## config.mk

```make
export PLATFORM = sky130hd
export DESIGN_NAME = fms_queue_status
export DESIGN_NICKNAME = d
export VERILOG_FILES = /design/src/fms_pkg.sv /design/src/fms_queue_status.sv /design/src/fms_queue_mem.sv /design/src/fms_link_seq.sv
export SDC_FILE = /design/constraint.sdc
export NUM_CORES = 1
export LEC_CHECK = 0
export BUFFER_PORTS_ARGS = -buffer_cell sky130_fd_sc_hd__buf_2
export CORE_ASPECT_RATIO = 0.6
export CORE_MARGIN = 1.5
export CORE_UTILIZATION = 50
export DETAILED_ROUTE_END_ITERATION = 8
export PLACE_DENSITY = 0.74
export REMOVE_ABC_BUFFERS = 1
export SYNTH_ARGS = -nofsm -noshare
export SYNTH_HDL_FRONTEND = slang
export SYNTH_SLANG_ARGS = --single-unit
```

## constraint.sdc

```tcl
create_clock -name ref_clk -period 10.6 [get_ports ref_clk]
set_input_delay 2.65 -clock ref_clk [delete_from_list [all_inputs] [get_ports ref_clk]]
set_output_delay 2.65 -clock ref_clk [all_outputs]
set_load 0.005 [all_outputs]
```

## src/fms_pkg.sv

```systemverilog
package fms_pkg;

  // **********************************************************************
  // Register map and field layout
  // **********************************************************************

  // Register port widths.
  localparam int REG_AW = 6;
  localparam int DW     = 8;
  localparam int THR_W  = 6;

  // Register offsets.
  localparam logic [REG_AW-1:0] ADDR_STATUS2 = 6'h08;
  localparam logic [REG_AW-1:0] ADDR_QDATA   = 6'h09;
  localparam logic [REG_AW-1:0] ADDR_QLEVEL  = 6'h0A;
  localparam logic [REG_AW-1:0] ADDR_QTHR    = 6'h0B;

  // Field positions.
  localparam int ST2_TCLR_BIT  = 7;
  localparam int ST2_FAST_BIT  = 6;
  localparam int ST2_CIPH_BIT  = 3;
  localparam int LVL_FLUSH_BIT = 7;

  // Reset values.
  localparam logic [THR_W-1:0] THR_RESET = 6'h08;
  localparam logic [DW-1:0]    DATA_ZERO = 8'h00;

  // Over-temperature alarm limit in degrees C (125).
  localparam logic [7:0] TEMP_LIMIT_C = 8'h7D;

  // Queue geometry and guard counter width.
  localparam int QDEPTH  = 64;
  localparam int QAW     = 6;
  localparam int GUARD_W = 8;

  // **********************************************************************
  // Types
  // **********************************************************************

  // Link state codes as reported in the secondary status register.
  typedef enum logic [2:0]
  {
    LS_IDLE        = 3'h0,
    LS_WAIT_LAUNCH = 3'h1,
    LS_TX_GUARD    = 3'h2,
    LS_TX          = 3'h3,
    LS_RX_GUARD    = 3'h4,
    LS_WAIT_DATA   = 3'h5,
    LS_RX          = 3'h6
  } fms_link_state_t;

  // Host register request.
  typedef struct packed
  {
    logic              wr;
    logic              rd;
    logic [REG_AW-1:0] addr;
    logic [DW-1:0]     wdata;
  } fms_reg_req_t;

  // Events from the transmitter, receiver and command logic.
  typedef struct packed
  {
    logic tx_request;
    logic launch_transmit;
    logic tx_done;
    logic rx_begin;
    logic rx_done;
    logic abort;
  } fms_link_ev_t;

endpackage

```

## src/fms_queue_status.sv

```systemverilog
`timescale 1ns/1ps

// Operation
// - Alarm clear works only below 125 C
// - Force bit selects fast filter setting
// - Auth success sets cipher flag, software clears
// - Link state codes idle, tx, wait, rx
// - Code 001 waits for launch bit
// - Tx guard: minimum time, optional field
// - Rx guard: minimum time, optional field
// - One byte port pushes and pops queue
// - Flush resets pointers and overrun flag; a core push into the full queue in that cycle sets overrun
// - Flush bit always reads zero
// - Seven bit fill count tracks bytes
// - Near full when free space at or below threshold
// - Near empty when count at or below threshold
// - Threshold resets to eight bytes
// - Flags compare with less or equal
// - Push into full queue sets overrun
module fms_queue_status
#(
  parameter int DEPTH = fms_pkg::QDEPTH,
  parameter int AW    = fms_pkg::QAW,
  parameter int GW    = fms_pkg::GUARD_W
)
(
  // Clock and reset
  input  wire logic                     ref_clk,
  input  wire logic                     reset,
  // Host register port
  input  wire fms_pkg::fms_reg_req_t    reg_req,
  output logic [fms_pkg::DW-1:0]        reg_rdata,
  output logic                          reg_rvalid,
  // Internal push side
  input  wire logic                     core_push_valid,
  input  wire logic [fms_pkg::DW-1:0]   core_push_data,
  output logic                          core_push_ready,
  // Internal pop side
  input  wire logic                     core_pop_valid,
  output logic                          core_pop_ready,
  output logic [fms_pkg::DW-1:0]        core_pop_data,
  output logic                          core_pop_data_valid,
  // Queue status
  output logic [AW:0]                   queue_fill_count,
  output logic                          queue_empty,
  output logic                          near_full_flag,
  output logic                          near_empty_flag,
  output logic                          queue_overrun_error,
  // Link sequencing
  input  wire fms_pkg::fms_link_ev_t    link_ev,
  input  wire logic                     wait_for_field,
  input  wire logic                     rf_field_pin,
  input  wire logic [GW-1:0]            tx_guard_time,
  input  wire logic [GW-1:0]            rx_guard_time,
  output fms_pkg::fms_link_state_t      link_state,
  // Cipher status
  input  wire logic                     card_auth_success,
  output logic                          card_cipher_active,
  // Temperature
  input  wire logic [7:0]               temp_reading,
  output logic                          over_temp_error,
  // Bus input filter
  input  wire logic                     bus_proto_fast,
  output logic                          bus_filter_fast
);
  import fms_pkg::*;

  localparam int CW = AW + 1;
  localparam logic [CW-1:0] DEPTH_C = CW'(DEPTH);

  // **********************************************************************
  // State
  // **********************************************************************

  logic [AW-1:0]     wr_ptr;
  logic [AW-1:0]     rd_ptr;
  logic [THR_W-1:0]  warn_threshold;
  logic              force_fast;
  logic              field_meta;
  logic              field_sync;
  logic              rd_pend;
  logic [REG_AW-1:0] rd_addr_q;
  logic              core_pop_q;
  logic [DW-1:0]     mem_rd_data;

  logic [CW-1:0]     next_count;
  logic [THR_W-1:0]  next_threshold;
  logic              next_overrun;
  logic              next_cipher;
  logic              next_temp_err;
  logic [DW-1:0]     next_rdata;

  // **********************************************************************
  // Register decode
  // **********************************************************************

  // Address match and strobe qualification; a write beats a read.
  wire host_wr  = reg_req.wr;
  wire host_rd  = reg_req.rd & ~reg_req.wr;
  wire sel_st2  = reg_req.addr == ADDR_STATUS2;
  wire sel_data = reg_req.addr == ADDR_QDATA;
  wire sel_lvl  = reg_req.addr == ADDR_QLEVEL;
  wire sel_thr  = reg_req.addr == ADDR_QTHR;
  wire wr_st2   = host_wr & sel_st2;
  wire wr_thr   = host_wr & sel_thr;

  wire host_push = host_wr & sel_data;
  wire host_pop  = host_rd & sel_data;

  wire flush = host_wr & sel_lvl & reg_req.wdata[LVL_FLUSH_BIT];

  // **********************************************************************
  // Queue control
  // **********************************************************************

  // The host owns the single port in a cycle it uses it.
  assign core_push_ready = ~host_push;
  assign core_pop_ready  = ~host_pop;

  // Push and pop attempts from either side.
  wire push_try = host_push | (core_push_valid & ~host_push);
  wire pop_try  = host_pop | (core_pop_valid & ~host_pop);
  wire [DW-1:0] push_data = host_push ? reg_req.wdata : core_push_data;

  // Fullness from the fill count.
  wire is_full  = queue_fill_count == DEPTH_C;
  wire is_empty = queue_fill_count == '0;

  // Refuse full push and empty pop
  wire do_push = push_try & ~is_full & ~flush;
  wire do_pop  = pop_try & ~is_empty & ~flush;

  wire overrun_set = push_try & is_full;

  always_comb
  begin
    next_count = queue_fill_count;
    if (flush)
      next_count = '0;
    else if (do_push & ~do_pop)
      next_count = queue_fill_count + 1'b1;
    else if (do_pop & ~do_push)
      next_count = queue_fill_count - 1'b1;
  end

  assign next_overrun = overrun_set | (queue_overrun_error & ~flush);

  // Warning threshold keeps its value unless written.
  assign next_threshold = wr_thr ? reg_req.wdata[THR_W-1:0] : warn_threshold;

  // Threshold extended to the count width for comparison.
  wire [CW-1:0] thr_ext  = {{(CW-THR_W){1'b0}}, next_threshold};
  wire [CW-1:0] free_cnt = DEPTH_C - next_count;

  // Pointers wrap naturally because the depth is a power of two.
  always_ff @(posedge ref_clk)
  begin
    if (reset | flush)
    begin
      wr_ptr <= '0;
      rd_ptr <= '0;
    end
    else
    begin
      if (do_push)
        wr_ptr <= wr_ptr + 1'b1;
      if (do_pop)
        rd_ptr <= rd_ptr + 1'b1;
    end
  end

  // Count, overrun flag and threshold registers.
  always_ff @(posedge ref_clk)
  begin
    if (reset)
    begin
      queue_fill_count    <= '0;
      queue_overrun_error <= 1'b0;
      warn_threshold      <= THR_RESET;
    end
    else
    begin
      queue_fill_count    <= next_count;
      queue_overrun_error <= next_overrun;
      warn_threshold      <= next_threshold;
    end
  end

  // Level flags follow the count in the same cycle.
  always_ff @(posedge ref_clk)
  begin
    if (reset)
    begin
      near_full_flag  <= 1'b0;
      near_empty_flag <= 1'b1;
      queue_empty     <= 1'b1;
    end
    else
    begin
      near_full_flag  <= free_cnt <= thr_ext;
      near_empty_flag <= next_count <= thr_ext;
      queue_empty     <= next_count == '0;
    end
  end

  // Byte storage with a registered read port.
  fms_queue_mem
  #(
    .DEPTH (DEPTH),
    .AW    (AW)
  )
  u_mem
  (
    .ref_clk (ref_clk),
    .reset   (reset),
    .wr_en   (do_push),
    .wr_addr (wr_ptr),
    .wr_data (push_data),
    .rd_en   (do_pop),
    .rd_addr (rd_ptr),
    .rd_data (mem_rd_data)
  );

  // Internal pop data is the memory's output register.
  assign core_pop_data = mem_rd_data;

  // Marks the cycle in which an internal pop delivers its byte.
  always_ff @(posedge ref_clk)
  begin
    if (reset)
      core_pop_q <= 1'b0;
    else
      core_pop_q <= do_pop & ~host_pop;
  end

  assign core_pop_data_valid = core_pop_q;

  // **********************************************************************
  // Secondary status bits
  // **********************************************************************

  // Auth sets, software write of zero clears
  assign next_cipher = card_auth_success |
                       (card_cipher_active &
                        ~(wr_st2 & ~reg_req.wdata[ST2_CIPH_BIT]));

  // Sensor at or above the limit counts as overheating.
  wire temp_hot = temp_reading >= TEMP_LIMIT_C;

  wire temp_clr = wr_st2 & reg_req.wdata[ST2_TCLR_BIT] & ~temp_hot;

  assign next_temp_err = temp_hot | (over_temp_error & ~temp_clr);

  // Status bit registers and the filter select.
  always_ff @(posedge ref_clk)
  begin
    if (reset)
    begin
      force_fast         <= 1'b0;
      card_cipher_active <= 1'b0;
      over_temp_error    <= 1'b0;
      bus_filter_fast    <= 1'b0;
    end
    else
    begin
      if (wr_st2)
        force_fast <= reg_req.wdata[ST2_FAST_BIT];
      card_cipher_active <= next_cipher;
      over_temp_error    <= next_temp_err;
      bus_filter_fast    <= force_fast | bus_proto_fast;
    end
  end

  // **********************************************************************
  // Link state
  // **********************************************************************

  // RF field detect arrives from a pin and is synchronised first.
  always_ff @(posedge ref_clk)
  begin
    if (reset)
    begin
      field_meta <= 1'b0;
      field_sync <= 1'b0;
    end
    else
    begin
      field_meta <= rf_field_pin;
      field_sync <= field_meta;
    end
  end

  // Transmit and receive sequence.
  fms_link_seq
  #(
    .GW (GW)
  )
  u_link
  (
    .ref_clk        (ref_clk),
    .reset          (reset),
    .ev             (link_ev),
    .wait_for_field (wait_for_field),
    .field_present  (field_sync),
    .tx_guard_time  (tx_guard_time),
    .rx_guard_time  (rx_guard_time),
    .link_state     (link_state)
  );

  // **********************************************************************
  // Read path
  // **********************************************************************

  // Reads are answered two edges after the request.
  always_comb
  begin
    next_rdata = DATA_ZERO;
    case (rd_addr_q)
      ADDR_STATUS2:
        next_rdata = {1'b0, force_fast, 2'b00,
                      card_cipher_active, link_state};
      ADDR_QDATA:
        next_rdata = mem_rd_data;
      ADDR_QLEVEL:
        next_rdata = {1'b0, queue_fill_count};
      ADDR_QTHR:
        next_rdata = {2'b00, warn_threshold};
      default:
        next_rdata = DATA_ZERO;
    endcase
  end

  // Request capture stage.
  always_ff @(posedge ref_clk)
  begin
    if (reset)
    begin
      rd_pend   <= 1'b0;
      rd_addr_q <= '0;
    end
    else
    begin
      rd_pend   <= host_rd;
      rd_addr_q <= reg_req.addr;
    end
  end

  // Answer stage; data holds until the next answer.
  always_ff @(posedge ref_clk)
  begin
    if (reset)
    begin
      reg_rdata  <= DATA_ZERO;
      reg_rvalid <= 1'b0;
    end
    else
    begin
      reg_rvalid <= rd_pend;
      if (rd_pend)
        reg_rdata <= next_rdata;
    end
  end

endmodule

```

## src/fms_queue_mem.sv

```systemverilog
`timescale 1ns/1ps

module fms_queue_mem
#(
  parameter int DEPTH = fms_pkg::QDEPTH,
  parameter int AW    = fms_pkg::QAW
)
(
  // Clock and reset
  input  wire logic                  ref_clk,
  input  wire logic                  reset,
  // Write side
  input  wire logic                  wr_en,
  input  wire logic [AW-1:0]         wr_addr,
  input  wire logic [fms_pkg::DW-1:0] wr_data,
  // Read side
  input  wire logic                  rd_en,
  input  wire logic [AW-1:0]         rd_addr,
  output logic      [fms_pkg::DW-1:0] rd_data
);
  import fms_pkg::*;

  logic [DW-1:0] mem [DEPTH];

  // Storage array, written without reset.
  always_ff @(posedge ref_clk)
  begin
    if (wr_en)
      mem[wr_addr] <= wr_data;
  end

  // Registered read port.
  always_ff @(posedge ref_clk)
  begin
    if (reset)
      rd_data <= DATA_ZERO;
    else if (rd_en)
      rd_data <= mem[rd_addr];
  end

endmodule

```

## src/fms_link_seq.sv

```systemverilog
`timescale 1ns/1ps

module fms_link_seq
#(
  parameter int GW = fms_pkg::GUARD_W
)
(
  // Clock and reset
  input  wire logic                     ref_clk,
  input  wire logic                     reset,
  // Events and options
  input  wire fms_pkg::fms_link_ev_t    ev,
  input  wire logic                     wait_for_field,
  input  wire logic                     field_present,
  input  wire logic [GW-1:0]            tx_guard_time,
  input  wire logic [GW-1:0]            rx_guard_time,
  // State
  output fms_pkg::fms_link_state_t      link_state
);
  import fms_pkg::*;

  fms_link_state_t next_state;
  logic [GW-1:0]   guard_cnt;
  logic [GW-1:0]   next_guard_cnt;

  // Guard exit needs the minimum time spent and, if asked, a field.
  wire             field_ok   = ~wait_for_field | field_present;
  wire [GW-1:0]    guard_min  = (link_state == LS_TX_GUARD) ?
                                tx_guard_time : rx_guard_time;
  wire [GW:0]      guard_spent = {1'b0, guard_cnt} + {{GW{1'b0}}, 1'b1};
  wire             guard_done = (guard_spent >= {1'b0, guard_min}) & field_ok;
  wire             cnt_max    = &guard_cnt;

  // Next state of the combined transmit and receive sequence.
  always_comb
  begin
    next_state = link_state;
    case (link_state)
      LS_IDLE:
        if (ev.tx_request)
          next_state = LS_WAIT_LAUNCH;
      LS_WAIT_LAUNCH:
        if (ev.launch_transmit)
          next_state = LS_TX_GUARD;
      LS_TX_GUARD:
        if (guard_done)
          next_state = LS_TX;
      LS_TX:
        if (ev.tx_done)
          next_state = LS_RX_GUARD;
      LS_RX_GUARD:
        if (guard_done)
          next_state = LS_WAIT_DATA;
      LS_WAIT_DATA:
        if (ev.rx_begin)
          next_state = LS_RX;
      LS_RX:
        if (ev.rx_done)
          next_state = LS_IDLE;
      default:
        next_state = LS_IDLE;
    endcase
    if (ev.abort)
      next_state = LS_IDLE;
  end

  // Guard counter restarts on every state change and saturates.
  assign next_guard_cnt = (next_state != link_state) ? '0 :
                          (cnt_max ? guard_cnt : guard_cnt + 1'b1);

  always_ff @(posedge ref_clk)
  begin
    if (reset)
    begin
      link_state <= LS_IDLE;
      guard_cnt  <= '0;
    end
    else
    begin
      link_state <= next_state;
      guard_cnt  <= next_guard_cnt;
    end
  end

endmodule

```

==> flow_summary.yaml <==
clocking:
  cts_root_buf: "clkbuf_16"
  clkTransAtPathRegs_ns: 0.07
  cts-resized-gates: 0
  clkSinkCount: 583
  tritoncts: "done"
  htree_levels: 2
  hold_buffers: 0
  ctsLongestPathBuffers: 3
  cts_inserted_buffers: 48
  clock_latency_ns: 0.56
  post_cts_buffers: 0
worst_setup_path:
  arrival_ns: 4.06
  start_kind: "primary input"
  critPathCaptureType: "output pin"
  rrSetupSlack_ns: 6.54
  cp_common_cell: "buf_2"
  critPathMaxStageDelay_ns: 0.58
  crit_family: "simple AND/OR/NAND/NOR gates"
  critPathMaxFanout: 9
  required_ns: 7.95
  crit_buf_inv: 3
  cp_slowest_cell: "nor4b_4"
  critPathKind: "primary input to output pin"
  cp_cell_sequence: "buf_2 > nor4b_4 > and3_1 > inv_1 > buf_2"
placement:
  io_buffers: 98
  placed_cell_area_mm2: 0.0248
  dp_cells: 1923
  globalplace.congestion: 0.835
  dp_hpwl_um: 32900
logic_synthesis:
  ys.flop_type: "edfxtp_1"
  ys_ff_latch: 583
  syn_inst: 1246
  yosysTopAreaCellShare: 0.650
  synth.area.top_cells: "edfxtp_1 65%, mux4_2 16%, dfxtp_1 6.0%, nor2_1 2.0%, ha_1 1.4%"
  netlist-cell-type-count: 67
  netlist_top_cells_count: "512 x edfxtp_1, 172 x mux4_2, 129 x nor2_1"
  synth_warnings: 0
  synth.avg_cell_area_um2: 19.0
  yosysSeqAreaShare: 0.710
  synth_edf_count: 512
  yosysTopAreaCell: "edfxtp_1"
  yosysMostFrequentCell: "edfxtp_1"
  async_flop_share: 0
  syn_area_mm2: 0.0237
timing:
  max_freq_mhz: 149
  setup_violations: 0
  setup_tns_ns: 0
  fin_crit_sh: 0.633
  grt_setup_unrepaired: "false"
  fin_skew_ns: 0.0146
  hold_violations: 0
  worst_pin_slew_ns: 1.10
  fin_crit_ns: 6.71
  slew_viol_final: 0
  slew_headroom: 0.265
global_routing:
  grt_pass1_wl_um: 76600
  grt-ovfl-total: 0
  gr-usage-all-layers: 0.216
  first_global_vias: 11700
  grt_max_degree: 69
  antenna_found_initial: 3
die:
  ios: 99
  num_rows: 61
  core-area_mm2: 0.0465
  die_x_um: 284
  initial_core_util: 0.509
  die-height_um: 171
  dieArea_mm2: 0.0487
detailed_routing:
  dr.pass1.iters: 5
  drc: 0
  via_count: 12200
  finalWirelength_um: 52300
  via_per_inst: 6.07
  antenna_left: 0
  routedWlPerCell_um: 26.0
  drt_iter0_drc: 1457
finish:
  areaGrowthSynthToFinish_pct: 10.9
  design.final.nets: 1431
  stdcell_count: 2008
  diodes: 0
  drive_above_1_share: 0.276
  final_area_mm2: 0.0262
run_status:
  status: "completed"
pwr:
  leakage_nw: 8.39
  vdd_drop_max_mv: 0.129
  totalPowerFinal_mw: 5.40
  power.density_mw_per_mm2: 206
flow_run:
  max_cap_violations: 0
min_path:
  holdCritPathClass: "register to register"
per-stage QoR:
step           setup slack [ns]  utilization  hold slack (ns)
4_1_cts                    3.90        0.564            0.472
3_5_place_dp               3.90        0.534            0.450
2_1_floorplan              3.42            -            0.414
5_1_grt                    3.77        0.564            0.493
6_report                   3.89        0.564            0.468
3_3_place_gp               3.93        0.534            0.423
worst register-to-register path, stage by stage (launching register included):
cell	delay [ns]
dfxtp_1	0.43
nor4_2	0.48
nand3_1	0.24
a2111oi_4	0.60
a211oi_1	0.11
nor3_1	0.27
inv_1	0.12
ha_1	0.30
ha_1	0.29
nor2b_1	0.14
o21a_1	0.16
o21a_1	0.16
o21ai_0	0.14
nand2b_1	0.09
a21oi_1	0.18
a31oi_1	0.08
nor4_2	0.20
registers in the layout, summed over array words and instances, names as in the netlist, 3 cells and up:
name	cells
u_mem.rd_data	8
queue_fill_count	7
warn_threshold	6
rd_addr_q	6
wr_ptr	6
rd_ptr	6
u_link.guard_cnt	8
u_mem.mem	512
reg_rdata	8
u_link.link_state	3
placed cells by master, fill, tap and decap left out, types with 3 or more instances in the layout:
| master | instances |
|---|---|
| o21ai_0 | 11 |
| nand2_1 | 35 |
| inv_1 | 12 |
| a211oi_1 | 3 |
| a21oi_1 | 7 |
| buf_2 | 98 |
| and3_1 | 7 |
| clkbuf_16 | 49 |
| nor2b_1 | 18 |
| nand4_1 | 11 |
| buf_4 | 15 |
| nand3_1 | 12 |
| clkinv_2 | 10 |
| xor2_1 | 15 |
| a21o_1 | 4 |
| nand3b_1 | 6 |
| mux4_2 | 172 |
| nor2_1 | 129 |
| nand2b_1 | 14 |
| ha_1 | 26 |
| xnor2_1 | 11 |
| a22oi_1 | 9 |
| mux2_2 | 13 |
| clkinv_1 | 16 |
| mux2i_1 | 19 |
| clkbuf_1 | 7 |
| edfxtp_1 | 512 |
| nor3_1 | 7 |
| o21a_1 | 3 |
| dfxtp_1 | 68 |
| a31oi_1 | 4 |
report_power, final:
part,internal [mW],switching (mW),leakage [nW]
Clock,0.890,0.780,0.703
Sequential,2.54,0.114,5.19
Combinational,0.529,0.538,2.50
cell families after synthesis:
group | synth area share
xor+xnor | 0.00963
buf+inv | 0.0131
simple gates | 0.0551
flops | 0.710
mux | 0.179
fa+ha+maj | 0.0137
compound gates | 0.0199
layout make-up:
| type | count | area, um2 |
|---|---|---|
| clock inverters | 29 | 179 |
| clock buffers | 56 | 1250 |
| inverters | 13 | 48.8 |
| repair buffers | 113 | 603 |
| well taps | 630 | 788 |
| flip-flops and latches | 583 | 16800 |
| multi-input cells | 584 | 6550 |
| fillers | 3452 | 20300 |
path summary, 6_finish.rpt:
path                                        end           startpoint  cells past startpoint
worst min-delay path                 field_sync           field_meta                      1
worst max-delay path            core_push_ready          reg_req[10]                      5
worst min register to register       field_sync           field_meta                      1
worst max register to register   near_full_flag  queue_fill_count[3]                     16
routing by layer:
metal	global-route usage	vias to the layer above	share of wire
met4	0.0367	0	0.012
li1	-	5217	-
met2	0.312	511	0.44
met3	0.0577	64	0.10
met5	0	-	0
met1	0.335	6397	0.44
Power figures use the tool's default switching activity.
